`src/rtl/event_link_pkg.sv`:
```
// package of word layouts, link timing and reset values for the event serial link
// assumes a single 100 MHz system clock shared by every file that imports it
package event_link_pkg;
    localparam int          WORD_W        = 23;            // formatted event word width
    localparam int          SHIFT_W       = 24;            // word plus parity
    localparam int          SYS_CLK_MHZ   = 100;           // system clock rate
    localparam int          LINK_MAX_MHZ  = 5;             // fastest allowed link clock
    localparam int          LINK_HALF_CYC = (SYS_CLK_MHZ + 2 * LINK_MAX_MHZ - 1)
                                            / (2 * LINK_MAX_MHZ); // half period in cycles
    localparam int          PAIR_DELAY    = 2;             // second pair word follows by 2 cycles
    localparam int          TAG_DELAY     = 2;             // tag preset delay in cycles
    localparam int          FIFO_DEPTH    = 4;             // buffer depth in words
    localparam int          FIFO_FULL_WORDS = 512;         // documented store size
    localparam logic [3:0]  TAG_HEIGHT    = 4'h1;          // height mode low tag
    localparam logic [3:0]  TAG_ENERGY    = 4'h2;          // energy mode low tag
    localparam logic [3:0]  BITS_MARK     = 4'h7;          // counter value marking 7th bit
    localparam logic [3:0]  CNT_RESET     = 4'h1;          // counter load value
    localparam logic [WORD_W-1:0] ZERO_WORD = 23'h000000;  // frame tag word

    // acquisition modes
    typedef enum logic [2:0] {
        MODE_LOW_WIN  = 3'h0,
        MODE_LOW_FULL = 3'h1,
        MODE_HI_WIN   = 3'h2,
        MODE_HI_FULL  = 3'h3,
        MODE_XMN      = 3'h4,
        MODE_YMN      = 3'h5,
        MODE_HEIGHT   = 3'h6,
        MODE_ENERGY   = 3'h7
    } acq_mode_t;

    // link transmitter states
    typedef enum logic [2:0] {
        TX_IDLE  = 3'h0,
        TX_LOAD  = 3'h1,
        TX_SEL   = 3'h2,
        TX_SHIFT = 3'h3,
        TX_PAR   = 3'h4,
        TX_GAP   = 3'h5
    } tx_state_t;
endpackage : event_link_pkg

```
`src/rtl/event_fifo_serial_link.sv`:
```
// event word formatter, frame tag and integration gating, fifo and serial link sender
// assumes the mode, strobe, row, run, tag enable and bit zero pins are asynchronous and pass two flip-flops; event data inputs are used unsynchronised
`timescale 1ns/1ps
// Operation
// RULE_01: low res windowed word field order
// RULE_02: height mode word with tag 0001
// RULE_03: energy mode word with tag 0010
// RULE_04: ignore first-mode words during pair write
// RULE_05: pair second word uses delayed y lookup
// RULE_06: host clears low mode bit before pairs
// RULE_07: first row edge pulse clears fifo
// RULE_08: tag pulse delayed two cycles writes zeros
// RULE_09: mode latch bit enables frame tag
// RULE_10: tag writes only while integrating
// RULE_11: strobe latches bit zero, cleared at reset
// RULE_12: request sampled at image run rise
// RULE_13: host sets mode before integration request
// RULE_14: reads on same clock as writes
// RULE_15: start sending when data and idle
// RULE_16: busy fall makes read, loads shifter
// RULE_17: select shift data, then raise frame
// RULE_18: msb first on first rising edge
// RULE_19: final bit is odd parity, frame drops
// RULE_20: four bit counter marks bit seven, end
// RULE_21: 24 clocks per word, two gap
// RULE_22: link clock divided, at most 5 MHz
// RULE_23: two independent link output sets
// RULE_24: data low and frame low when idle
// RULE_25: full store discards new words
// RULE_26: tag enable is active low
module event_fifo_serial_link
    import event_link_pkg::*;
#(
    parameter int FIFO_W  = SHIFT_W - 1,
    parameter int FIFO_D  = FIFO_DEPTH
) (
    input  wire logic        sys_clk,
    input  wire logic        rst_n,
    input  wire logic [2:0]  acq_mode,
    input  wire logic        mode_low_bit_request,
    input  wire logic        frame_tag_enable_n,
    input  wire logic        event_strobe,
    input  wire logic        double_flag,
    input  wire logic [7:0]  x_pos,
    input  wire logic [7:0]  y_pos,
    input  wire logic [2:0]  x_sub,
    input  wire logic [2:0]  y_sub,
    input  wire logic [3:0]  window_id,
    input  wire logic [7:0]  event_height,
    input  wire logic [7:0]  event_energy,
    input  wire logic [15:0] lookup_x,
    input  wire logic [15:0] lookup_y_delayed,
    input  wire logic        first_data_row,
    input  wire logic        integration_strobe_n,
    input  wire logic        bus_data_bit0,
    input  wire logic        image_clock_run_n,
    output logic             integration_active,
    output logic             fifo_clear_n,
    output logic             fifo_has_room,
    output logic             link_clock_buffered,
    output logic             serial_line_out,
    output logic             frame_sync,
    output logic             link_clock_b,
    output logic             serial_line_out_b,
    output logic             frame_sync_b
);
    // two flop synchronisers for every asynchronous pin
    localparam int NSYNC = 3 + 7;
    localparam logic [NSYNC-1:0] SYNC_IDLE = 10'h025; // strobe, run, tag enable idle high
    logic [NSYNC-1:0] meta_r;                     // first stage
    logic [NSYNC-1:0] sync_r;                     // second stage, only this is read
    wire  [NSYNC-1:0] pins = {acq_mode, mode_low_bit_request, frame_tag_enable_n,
                              first_data_row, event_strobe, integration_strobe_n,
                              bus_data_bit0, image_clock_run_n};
    wire  [2:0] mode_s   = sync_r[9:7];          // synchronised mode
    wire        low_req  = sync_r[6];            // low mode bit request
    wire        tag_en_n = sync_r[5];            // synchronised tag enable
    wire        first_s  = sync_r[4];            // first data row
    wire        evt_s    = sync_r[3];            // event strobe
    wire        istb_n_s = sync_r[2];            // integration strobe
    wire        bd0_s    = sync_r[1];            // data bit zero
    wire        image_clock_run_n_n_s = sync_r[0];            // image run

    // pin synchroniser
    always_ff @(posedge sys_clk) begin
        if (!rst_n) begin
            meta_r <= SYNC_IDLE;                  // idle levels, so no false edge
            sync_r <= SYNC_IDLE;
        end else begin
            meta_r <= pins;
            sync_r <= meta_r;
        end
    end

    // edge history for the synchronised strobes
    logic first_d_r;                              // first row delayed
    logic istb_d_r;                               // integration strobe delayed
    logic image_clock_run_n_d_r;                               // image run delayed
    logic evt_d_r;                                // event strobe delayed
    wire  first_rise = first_s && !first_d_r;
    wire  istb_fall  = !istb_n_s && istb_d_r;
    wire  image_clock_run_n_rise  = image_clock_run_n_n_s && !image_clock_run_n_d_r;
    wire  evt_rise   = evt_s && !evt_d_r;

    // edge history
    always_ff @(posedge sys_clk) begin
        if (!rst_n) begin
            first_d_r <= 1'b0;
            istb_d_r  <= 1'b1;
            image_clock_run_n_d_r  <= 1'b1;
            evt_d_r   <= 1'b0;
        end else begin
            first_d_r <= first_s;
            istb_d_r  <= istb_n_s;
            image_clock_run_n_d_r  <= image_clock_run_n_n_s;
            evt_d_r   <= evt_s;
        end
    end

    // integration request and active enable
    logic integration_request;                    // request latch
    always_ff @(posedge sys_clk) begin
        if (!rst_n) begin
            integration_request <= 1'b0;          // RULE_11
            integration_active  <= 1'b0;
        end else begin
            if (istb_fall) integration_request <= bd0_s; // RULE_11
            if (image_clock_run_n_rise) integration_active <= integration_request; // RULE_12
        end
    end

    // fifo clear pulse on first row edge, combined with local reset
    wire clear_pulse = first_rise || !rst_n;      // RULE_07
    assign fifo_clear_n = !clear_pulse;           // RULE_07

    // frame tag request: delayed two cycles, gated by enable and integration
    logic [TAG_DELAY-1:0] tag_dly_r;              // tag delay chain
    wire  tag_gate = first_rise && !tag_en_n && integration_active; // RULE_09 RULE_10 RULE_26
    wire  tag_write = tag_dly_r[TAG_DELAY-1];     // RULE_08
    always_ff @(posedge sys_clk) begin
        if (!rst_n) begin
            tag_dly_r <= '0;
        end else begin
            tag_dly_r <= {tag_dly_r[TAG_DELAY-2:0], tag_gate}; // RULE_08
        end
    end

    // pair logic: second word of an engineering pair two cycles later
    logic [PAIR_DELAY-1:0] pair_r;                // pending second word
    logic                  pair_sel_r;            // low mode bit latched outside pair modes
    wire  eng_pair = mode_s[2];
    wire  pair_busy = |pair_r;
    wire  second_now = pair_r[PAIR_DELAY-1];
    wire  first_ok = evt_rise && !pair_busy;      // RULE_04
    wire  mode_lo = eng_pair ? (second_now ? !pair_sel_r : pair_sel_r) : low_req;
    always_ff @(posedge sys_clk) begin
        if (!rst_n) begin
            pair_r     <= '0;
            pair_sel_r <= 1'b0;
        end else begin
            pair_r <= {pair_r[PAIR_DELAY-2:0], first_ok && eng_pair}; // RULE_04
            if (!eng_pair) pair_sel_r <= low_req; // RULE_06
        end
    end

    // word formatting by mode
    wire [2:0] eff_mode = {mode_s[2:1], mode_lo};
    wire [15:0] mn_val  = second_now ? lookup_y_delayed : lookup_x; // RULE_05
    logic [WORD_W-1:0] fmt_word;
    always_comb begin
        case (acq_mode_t'(eff_mode))
            MODE_LOW_WIN, MODE_LOW_FULL:
                fmt_word = {double_flag, y_pos[6:0], y_sub[2:1],
                            x_pos[6:0], x_sub[2:1], window_id}; // RULE_01
            MODE_HI_WIN, MODE_HI_FULL:
                fmt_word = {double_flag, y_pos[5:0], y_sub,
                            x_pos[5:0], x_sub, window_id};
            MODE_XMN, MODE_YMN:
                fmt_word = {double_flag, 1'b0, mn_val[15:8], 1'b0, mn_val[7:0],
                            2'b00, mode_lo, 1'b1};
            MODE_HEIGHT:
                fmt_word = {double_flag, 10'h000, event_height, TAG_HEIGHT}; // RULE_02
            MODE_ENERGY:
                fmt_word = {double_flag, 10'h000, event_energy, TAG_ENERGY}; // RULE_03
            default:
                fmt_word = ZERO_WORD;
        endcase
    end

    // write gating: tag wins, else first event or pair second word
    wire data_write = (first_ok || second_now) && integration_active;
    wire fifo_in_valid = (tag_write || data_write) && !clear_pulse;
    wire [WORD_W-1:0] fifo_in_data = tag_write ? ZERO_WORD : fmt_word; // RULE_08
    logic fifo_in_ready;
    assign fifo_has_room = fifo_in_ready;         // RULE_25

    // shared clock fifo; a refused word is simply dropped
    logic [WORD_W-1:0] fifo_out_word;
    logic              fifo_out_valid;
    logic              read_pulse;
    word_fifo #(
        .WIDTH (FIFO_W),
        .DEPTH (FIFO_D)
    ) u_fifo (
        .sys_clk   (sys_clk),
        .rst_n     (rst_n),
        .clear     (clear_pulse),
        .in_data   (fifo_in_data),
        .in_valid  (fifo_in_valid),           // RULE_25
        .in_ready  (fifo_in_ready),
        .out_data  (fifo_out_word),
        .out_valid (fifo_out_valid),
        .out_ready (read_pulse)               // RULE_14
    );

    // link clock divider from the system clock
    localparam int DW = $clog2(LINK_HALF_CYC + 1);
    logic [DW-1:0] div_r;                         // divider count
    logic          link_clock;                    // divided clock level
    wire           div_end = (div_r == DW'(LINK_HALF_CYC - 1));
    wire           link_rise = div_end && !link_clock; // next edge is rising
    always_ff @(posedge sys_clk) begin
        if (!rst_n) begin
            div_r      <= '0;
            link_clock <= 1'b0;
        end else begin
            div_r <= div_end ? '0 : div_r + 1'b1;
            if (div_end) link_clock <= !link_clock; // RULE_22
        end
    end

    // transmitter state, all stepped on link clock rising edges
    tx_state_t         st_r;                      // sequence state
    logic [SHIFT_W-1:0] shreg_r;                  // output shifter
    logic              parity_r;                  // running parity
    logic [3:0]        bit_cnt_r;                 // bit counter
    logic              count_seven_seen;          // seventh bit passed
    logic              output_bit_select;         // high selects parity
    logic [1:0]        gap_r;                     // gap clocks
    logic              synced_empty_busy;         // busy flag
    wire  count_seven = (bit_cnt_r == BITS_MARK);  // RULE_20
    wire  frame_end_n = !(count_seven && count_seven_seen); // RULE_20
    wire  shift_out = shreg_r[SHIFT_W-1];
    assign synced_empty_busy = (st_r != TX_IDLE);
    wire  read_cycle_pulse = link_rise && (st_r == TX_IDLE) && fifo_out_valid; // RULE_15
    assign read_pulse = read_cycle_pulse;         // RULE_16

    always_ff @(posedge sys_clk) begin
        if (!rst_n) begin
            st_r              <= TX_IDLE;
            shreg_r           <= '0;
            parity_r          <= 1'b0;
            bit_cnt_r         <= CNT_RESET;
            count_seven_seen  <= 1'b0;
            output_bit_select <= 1'b1;
            frame_sync        <= 1'b0;
            serial_line_out   <= 1'b0;
            gap_r             <= '0;
        end else if (link_rise) begin
            case (st_r)
                TX_IDLE: begin
                    if (fifo_out_valid) begin
                        shreg_r <= {fifo_out_word, 1'b0}; // RULE_16
                        st_r    <= TX_LOAD;
                    end
                end
                TX_LOAD: begin
                    output_bit_select <= 1'b0;    // RULE_17
                    parity_r  <= 1'b1;            // odd parity seed
                    bit_cnt_r <= CNT_RESET;
                    count_seven_seen <= 1'b0;
                    st_r <= TX_SEL;
                end
                TX_SEL: begin
                    frame_sync      <= 1'b1;      // RULE_17
                    serial_line_out <= shift_out; // RULE_18
                    parity_r <= parity_r ^ shift_out; // RULE_19
                    shreg_r  <= shreg_r << 1;
                    st_r     <= TX_SHIFT;
                end
                TX_SHIFT: begin
                    bit_cnt_r <= bit_cnt_r + 1'b1; // RULE_20
                    if (count_seven) count_seven_seen <= 1'b1; // RULE_20
                    if (!frame_end_n) begin
                        output_bit_select <= 1'b1; // RULE_20
                        serial_line_out   <= parity_r; // RULE_19
                        st_r <= TX_PAR;
                    end else begin
                        serial_line_out <= shift_out; // RULE_18
                        parity_r <= parity_r ^ shift_out;
                        shreg_r  <= shreg_r << 1;
                    end
                end
                TX_PAR: begin
                    frame_sync      <= 1'b0;      // RULE_19
                    serial_line_out <= 1'b0;      // RULE_24
                    gap_r <= '0;
                    st_r  <= TX_GAP;
                end
                TX_GAP: begin
                    gap_r <= gap_r + 1'b1;
                    if (gap_r == 2'h1) st_r <= TX_IDLE; // RULE_21
                end
                default: st_r <= TX_IDLE;
            endcase
        end
    end

    // two link output sets driven by the same registers
    assign link_clock_buffered = link_clock;      // RULE_23
    assign link_clock_b        = link_clock;      // RULE_23
    assign serial_line_out_b   = serial_line_out; // RULE_23
    assign frame_sync_b        = frame_sync;      // RULE_23
endmodule : event_fifo_serial_link

```
`src/rtl/word_fifo.sv`:
```
// small synchronous word fifo with valid and ready on both sides
// assumes one clock and a synchronous active low reset
`timescale 1ns/1ps
module word_fifo #(
    parameter int WIDTH = 23,
    parameter int DEPTH = 4
) (
    input  wire logic             sys_clk,
    input  wire logic             rst_n,
    input  wire logic             clear,
    input  wire logic [WIDTH-1:0] in_data,
    input  wire logic             in_valid,
    output logic                  in_ready,
    output logic      [WIDTH-1:0] out_data,
    output logic                  out_valid,
    input  wire logic             out_ready
);
    localparam int AW = (DEPTH > 1) ? $clog2(DEPTH) : 1;
    logic [WIDTH-1:0] mem_r [DEPTH];     // storage
    logic [AW-1:0]    wr_r;              // write pointer
    logic [AW-1:0]    rd_r;              // read pointer
    logic [AW:0]      cnt_r;             // words held
    wire              push = in_valid && in_ready;
    wire              pop  = out_valid && out_ready;

    // pointer step with wrap
    function automatic logic [AW-1:0] step(input logic [AW-1:0] p);
        step = (p == AW'(DEPTH - 1)) ? '0 : p + 1'b1;
    endfunction : step

    assign in_ready  = (cnt_r != (AW+1)'(DEPTH));
    assign out_valid = (cnt_r != '0);
    assign out_data  = mem_r[rd_r];

    // storage write
    always_ff @(posedge sys_clk) begin
        if (push) begin
            mem_r[wr_r] <= in_data;
        end
    end

    // pointers and count
    always_ff @(posedge sys_clk) begin
        if (!rst_n || clear) begin
            wr_r  <= '0;
            rd_r  <= '0;
            cnt_r <= '0;
        end else begin
            if (push) wr_r <= step(wr_r);
            if (pop)  rd_r <= step(rd_r);
            cnt_r <= cnt_r + (AW+1)'(push) - (AW+1)'(pop);
        end
    end
endmodule : word_fifo

```
`config.mk`:
```
export PLATFORM = sky130hd
export DESIGN_NAME = event_fifo_serial_link
export DESIGN_NICKNAME = d
export VERILOG_FILES = /design/src/rtl/event_link_pkg.sv /design/src/rtl/event_fifo_serial_link.sv /design/src/rtl/word_fifo.sv
export SDC_FILE = /design/constraint.sdc
export NUM_CORES = 1
export LEC_CHECK = 0
export BUFFER_PORTS_ARGS = -buffer_cell sky130_fd_sc_hd__clkbuf_2
export CAP_MARGIN = 0
export CORE_UTILIZATION = 35
export CTS_BUF_LIST = sky130_fd_sc_hd__clkbuf_2
export CTS_CLUSTER_SIZE = 20
export DETAILED_ROUTE_END_ITERATION = 8
export HOLD_SLACK_MARGIN = 0.1
export PLACE_DENSITY = 0.52
export SLEW_MARGIN = 10
export SYNTH_ARGS = -nofsm -noshare
export SYNTH_HDL_FRONTEND = slang
export SYNTH_SLANG_ARGS = --single-unit
```
`constraint.sdc`:
```
create_clock -name sys_clk -period 3.05 [get_ports sys_clk]
set_input_delay 0.61 -clock sys_clk [delete_from_list [all_inputs] [get_ports sys_clk]]
set_output_delay 0.61 -clock sys_clk [all_outputs]
set_load 0.03 [all_outputs]
```
==> results.yml <==
cells_and_area:
  layout_commonest_cell: "clkbuf_2"
  area_delta_synth_final_pct: 13.5
  layout-drive-gt1-share_pct: 29.0
  fin_util_pct: 40.5
  layout_common_cells: "clkbuf_2, edfxtp_1, dfxtp_1"
  nNetsFinal: 757
  stdcell_count: 948
synth:
  synth_flop_cell: "edfxtp_1"
  synth_compound_area_share_pct: 8.59
  ys_seq_area_share_pct: 57.9
  netlist_area_um2: 7500
  synth_edf_count: 92
  synth_cells: 563
  yosys.area_share.adder_pct: 1.94
  synthArstFlopShare_pct: 0
  synth_fp_nets: 661
  ys.warnings.count: 0
  synthSimpleGateAreaFrac_pct: 11.0
  avgSynthCellArea_um2: 13.3
  synth_top_family_by_area: "multiplexers"
  synth_cell_types: 61
  synth_xor_area_share_pct: 0.718
  synth-seq-cells: 171
  synthMuxAreaShare_pct: 16.2
placement:
  port-buffer-count: 92
  place_inst: 906
  gp_routability_congestion: 0.772
  place_hpwl_mm: 10.0
clock_network:
  cts_made_buffers: 17
  clk_pin_slew_worst_paths_ps: 240
  cts_buffer_depth: 2
  clock-sinks: 171
  cts_tree: "done"
  post_cts_buffers: 0
  root_buffer: "clkbuf_2"
  worstSkewPairLatency_ps: 700
  ctsHtreeMaxLevel: 4
routing:
  maxUsedRoutingLayer: "met4"
  ant_nets: 0
  drt_wl_total_mm: 15.2
  drt_first_pass_iters: 4
  wl_per_cell_um: 16.1
  viasPerCell: 5.05
  met2WireLength_mm: 7.51
  drc: 0
  initialDrtViolationCount: 243
  drt-met1-wl_mm: 7.00
  num_vias: 4787
  wl_met3_um: 553
hold_path:
  hold_start: "rst_n"
  worstHoldPathCells: 3
  min_path_type: "in -> reg"
  hold_end: "u_fifo.cnt_r[1]$_SDFF_PP0_"
run_status:
  status: "finished, final reports clean"
critical_path:
  r2r_slack_ps: 440
  path_class: "reg -> reg"
  reg2reg_to: "u_fifo.cnt_r[2]$_SDFF_PP0_"
  crit_path_max_fanout: 6
  critical_path_required_ps: 3670
  crit_chain: "ha_1 -> and3b_1 -> nand4_1 -> nor2_1 -> a21o_1 -> ha_1 -> inv_1 -> fa_1 -> xor2_1 -> xnor2_1 -> nor2_1"
  cp_slowest_cell: "dfxtp_1"
  worstSetupStartpointType: "flop"
  rr_worst_depth: 11
  worst_ep_arrival_time_ps: 3230
  r2r-start: "div_r[0]$_SDFF_PP0_"
  endpoint_kind: "flop"
  slowest_delay_ps: 430
pwr:
  total_power_mw: 3.80
  power.density_nw_per_um2: 447
  p_leak_nw: 3.08
  ir_drop_uv: 196
sta:
  drv_slew: 0
  finalClockSkew_ps: 37.7
  hold_viol_final: 0
  slew_headroom_pct: 60.1
  min_period_ps: 2610
  finalSetupTns_ps: 0
  fmax_mhz: 383
  setup_viol: 0
  hold_slack_ps: 230
  rsz0062_at_grt: "no"
  fin_crit_sh_pct: 85.7
  worstMarginPinSlew_ps: 594
die:
  die_h_um: 148
  start_util_pct: 35.7
  die_area_um2: 22000
  die_w_um: 148
  row_count: 53
  core_um2: 21000
  io_pins: 96
grt:
  grtUsageTotal_pct: 14.4
  grt_pass1_vias: 4809
  grt_max_degree: 54
  overflow: 0
  grt_pass1_wl_mm: 24.3
  grt_antenna_before_repair: 1
flow_run:
  cap_viol_max_count: 0
## layer usage
layer,vias up,track usage [%]
met5,-,0
met4,0,5.36
met3,16,3.28
met2,117,24.2
met1,2339,18.2
li1,2315,-
## cell families (layout without fill, tap and decap cells)
kind of cell    after synthesis  in the layout
simple gates                151            151
flops                       171            171
other cells                   0              1
xor+xnor                      4              4
fa+ha+maj                    11             11
buf+inv                      50            159
mux                          87             87
compound gates               89             89
## sequential cells by signal, indices dropped and copies added (netlist names), 2 cells and up, named ones only
register,cells
u_fifo.mem_r,92
shreg_r,23
meta_r,9
sync_r,9
bit_cnt_r,4
div_r,4
st_r,3
u_fifo.cnt_r,3
gap_r,2
pair_r,2
tag_dly_r,2
u_fifo.rd_r,2
u_fifo.wr_r,2
## cell usage after synthesis, types with 3 or more instances
master / count / area share [%]
mux4_2: 19 / 5.7
and2_1: 19 / 1.6
mux2_2: 30 / 4.5
buf_4: 5 / 0.50
edfxtp_1: 92 / 37
nand2b_1: 11 / 0.92
nand2_1: 20 / 1.0
buf_6: 3 / 0.45
mux4_1: 4 / 1.4
nor2_1: 32 / 1.6
a31oi_1: 9 / 0.75
clkbuf_1: 16 / 0.80
ha_1: 10 / 1.7
nand3b_1: 3 / 0.30
o22a_1: 8 / 0.93
a211oi_1: 9 / 0.90
o22ai_1: 3 / 0.25
nand3_1: 9 / 0.60
o21ai_0: 11 / 0.73
a22o_1: 22 / 2.6
a21oi_1: 11 / 0.73
inv_1: 10 / 0.50
nor3_1: 13 / 0.87
and3_1: 7 / 0.58
nor3b_1: 3 / 0.30
mux2i_1: 34 / 4.5
buf_2: 8 / 0.53
buf_1: 6 / 0.30
nor2b_1: 15 / 1.3
dfxtp_1: 79 / 21
or3_1: 4 / 0.33
## worst max-delay path by stage
| stage | start | cells past startpoint | slack, ps | endpoint |
|---|---|---|---|---|
| after floorplan | rst_n | 4 | 610 | u_fifo.mem_r[0][0]$_DFFE_PP_ |
| after global placement | div_r[0]$_SDFF_PP0_ | 11 | 600 | u_fifo.cnt_r[2]$_SDFF_PP0_ |
| after detailed placement | div_r[0]$_SDFF_PP0_ | 11 | 490 | u_fifo.cnt_r[2]$_SDFF_PP0_ |
| after CTS | sync_r[4]$_SDFF_PN0_ | 4 | 120 | fifo_clear_n |
| after global routing | div_r[0]$_SDFF_PP0_ | 11 | 220 | u_fifo.cnt_r[2]$_SDFF_PP0_ |
| final | div_r[0]$_SDFF_PP0_ | 11 | 440 | u_fifo.cnt_r[2]$_SDFF_PP0_ |
## power by group
part           internal, mW  switching [mW]  leakage, nW
combinational         0.104           0.110         1.47
clock                 0.377           0.747        0.149
sequential             2.45          0.0115         1.47
total                  2.93           0.869         3.08
## layout make-up
class / count / area (µm²)
multi-input cells: 342 / 2890
fillers: 1998 / 12500
clock inverters: 13 / 126
well taps: 275 / 344
diodes: 1 / 2.50
clock buffers: 19 / 95.1
repair buffers: 117 / 671
inverters: 10 / 37.5
flip-flops and latches: 171 / 4340
## worst max-delay path, delay by kind of cell (launching register included)
kind            cells  cell delay [ps]
compound gates      1              120
xor+xnor            2              360
fa+ha+maj           3              800
buf+inv             1               50
flops               1              430
simple gates        4              760
## through the flow
stage | worst slack, ps | cell area (µm²)
floorplan | 607 | 7500
global placement | 605 | 8190
detailed placement | 491 | 8190
CTS | 124 | 8500
global route | 216 | 8510
finish | 436 | 8510
## repair_timing
| item | in CTS | in global routing |
|---|---|---|
| hold endpoints to repair | 9 | 0 |
| setup endpoints to repair | 0 | 1 |
| resized for setup | 0 | 1 |
| hold buffers | 9 | 0 |
Note: power is estimated with default switching activity, not from simulation.
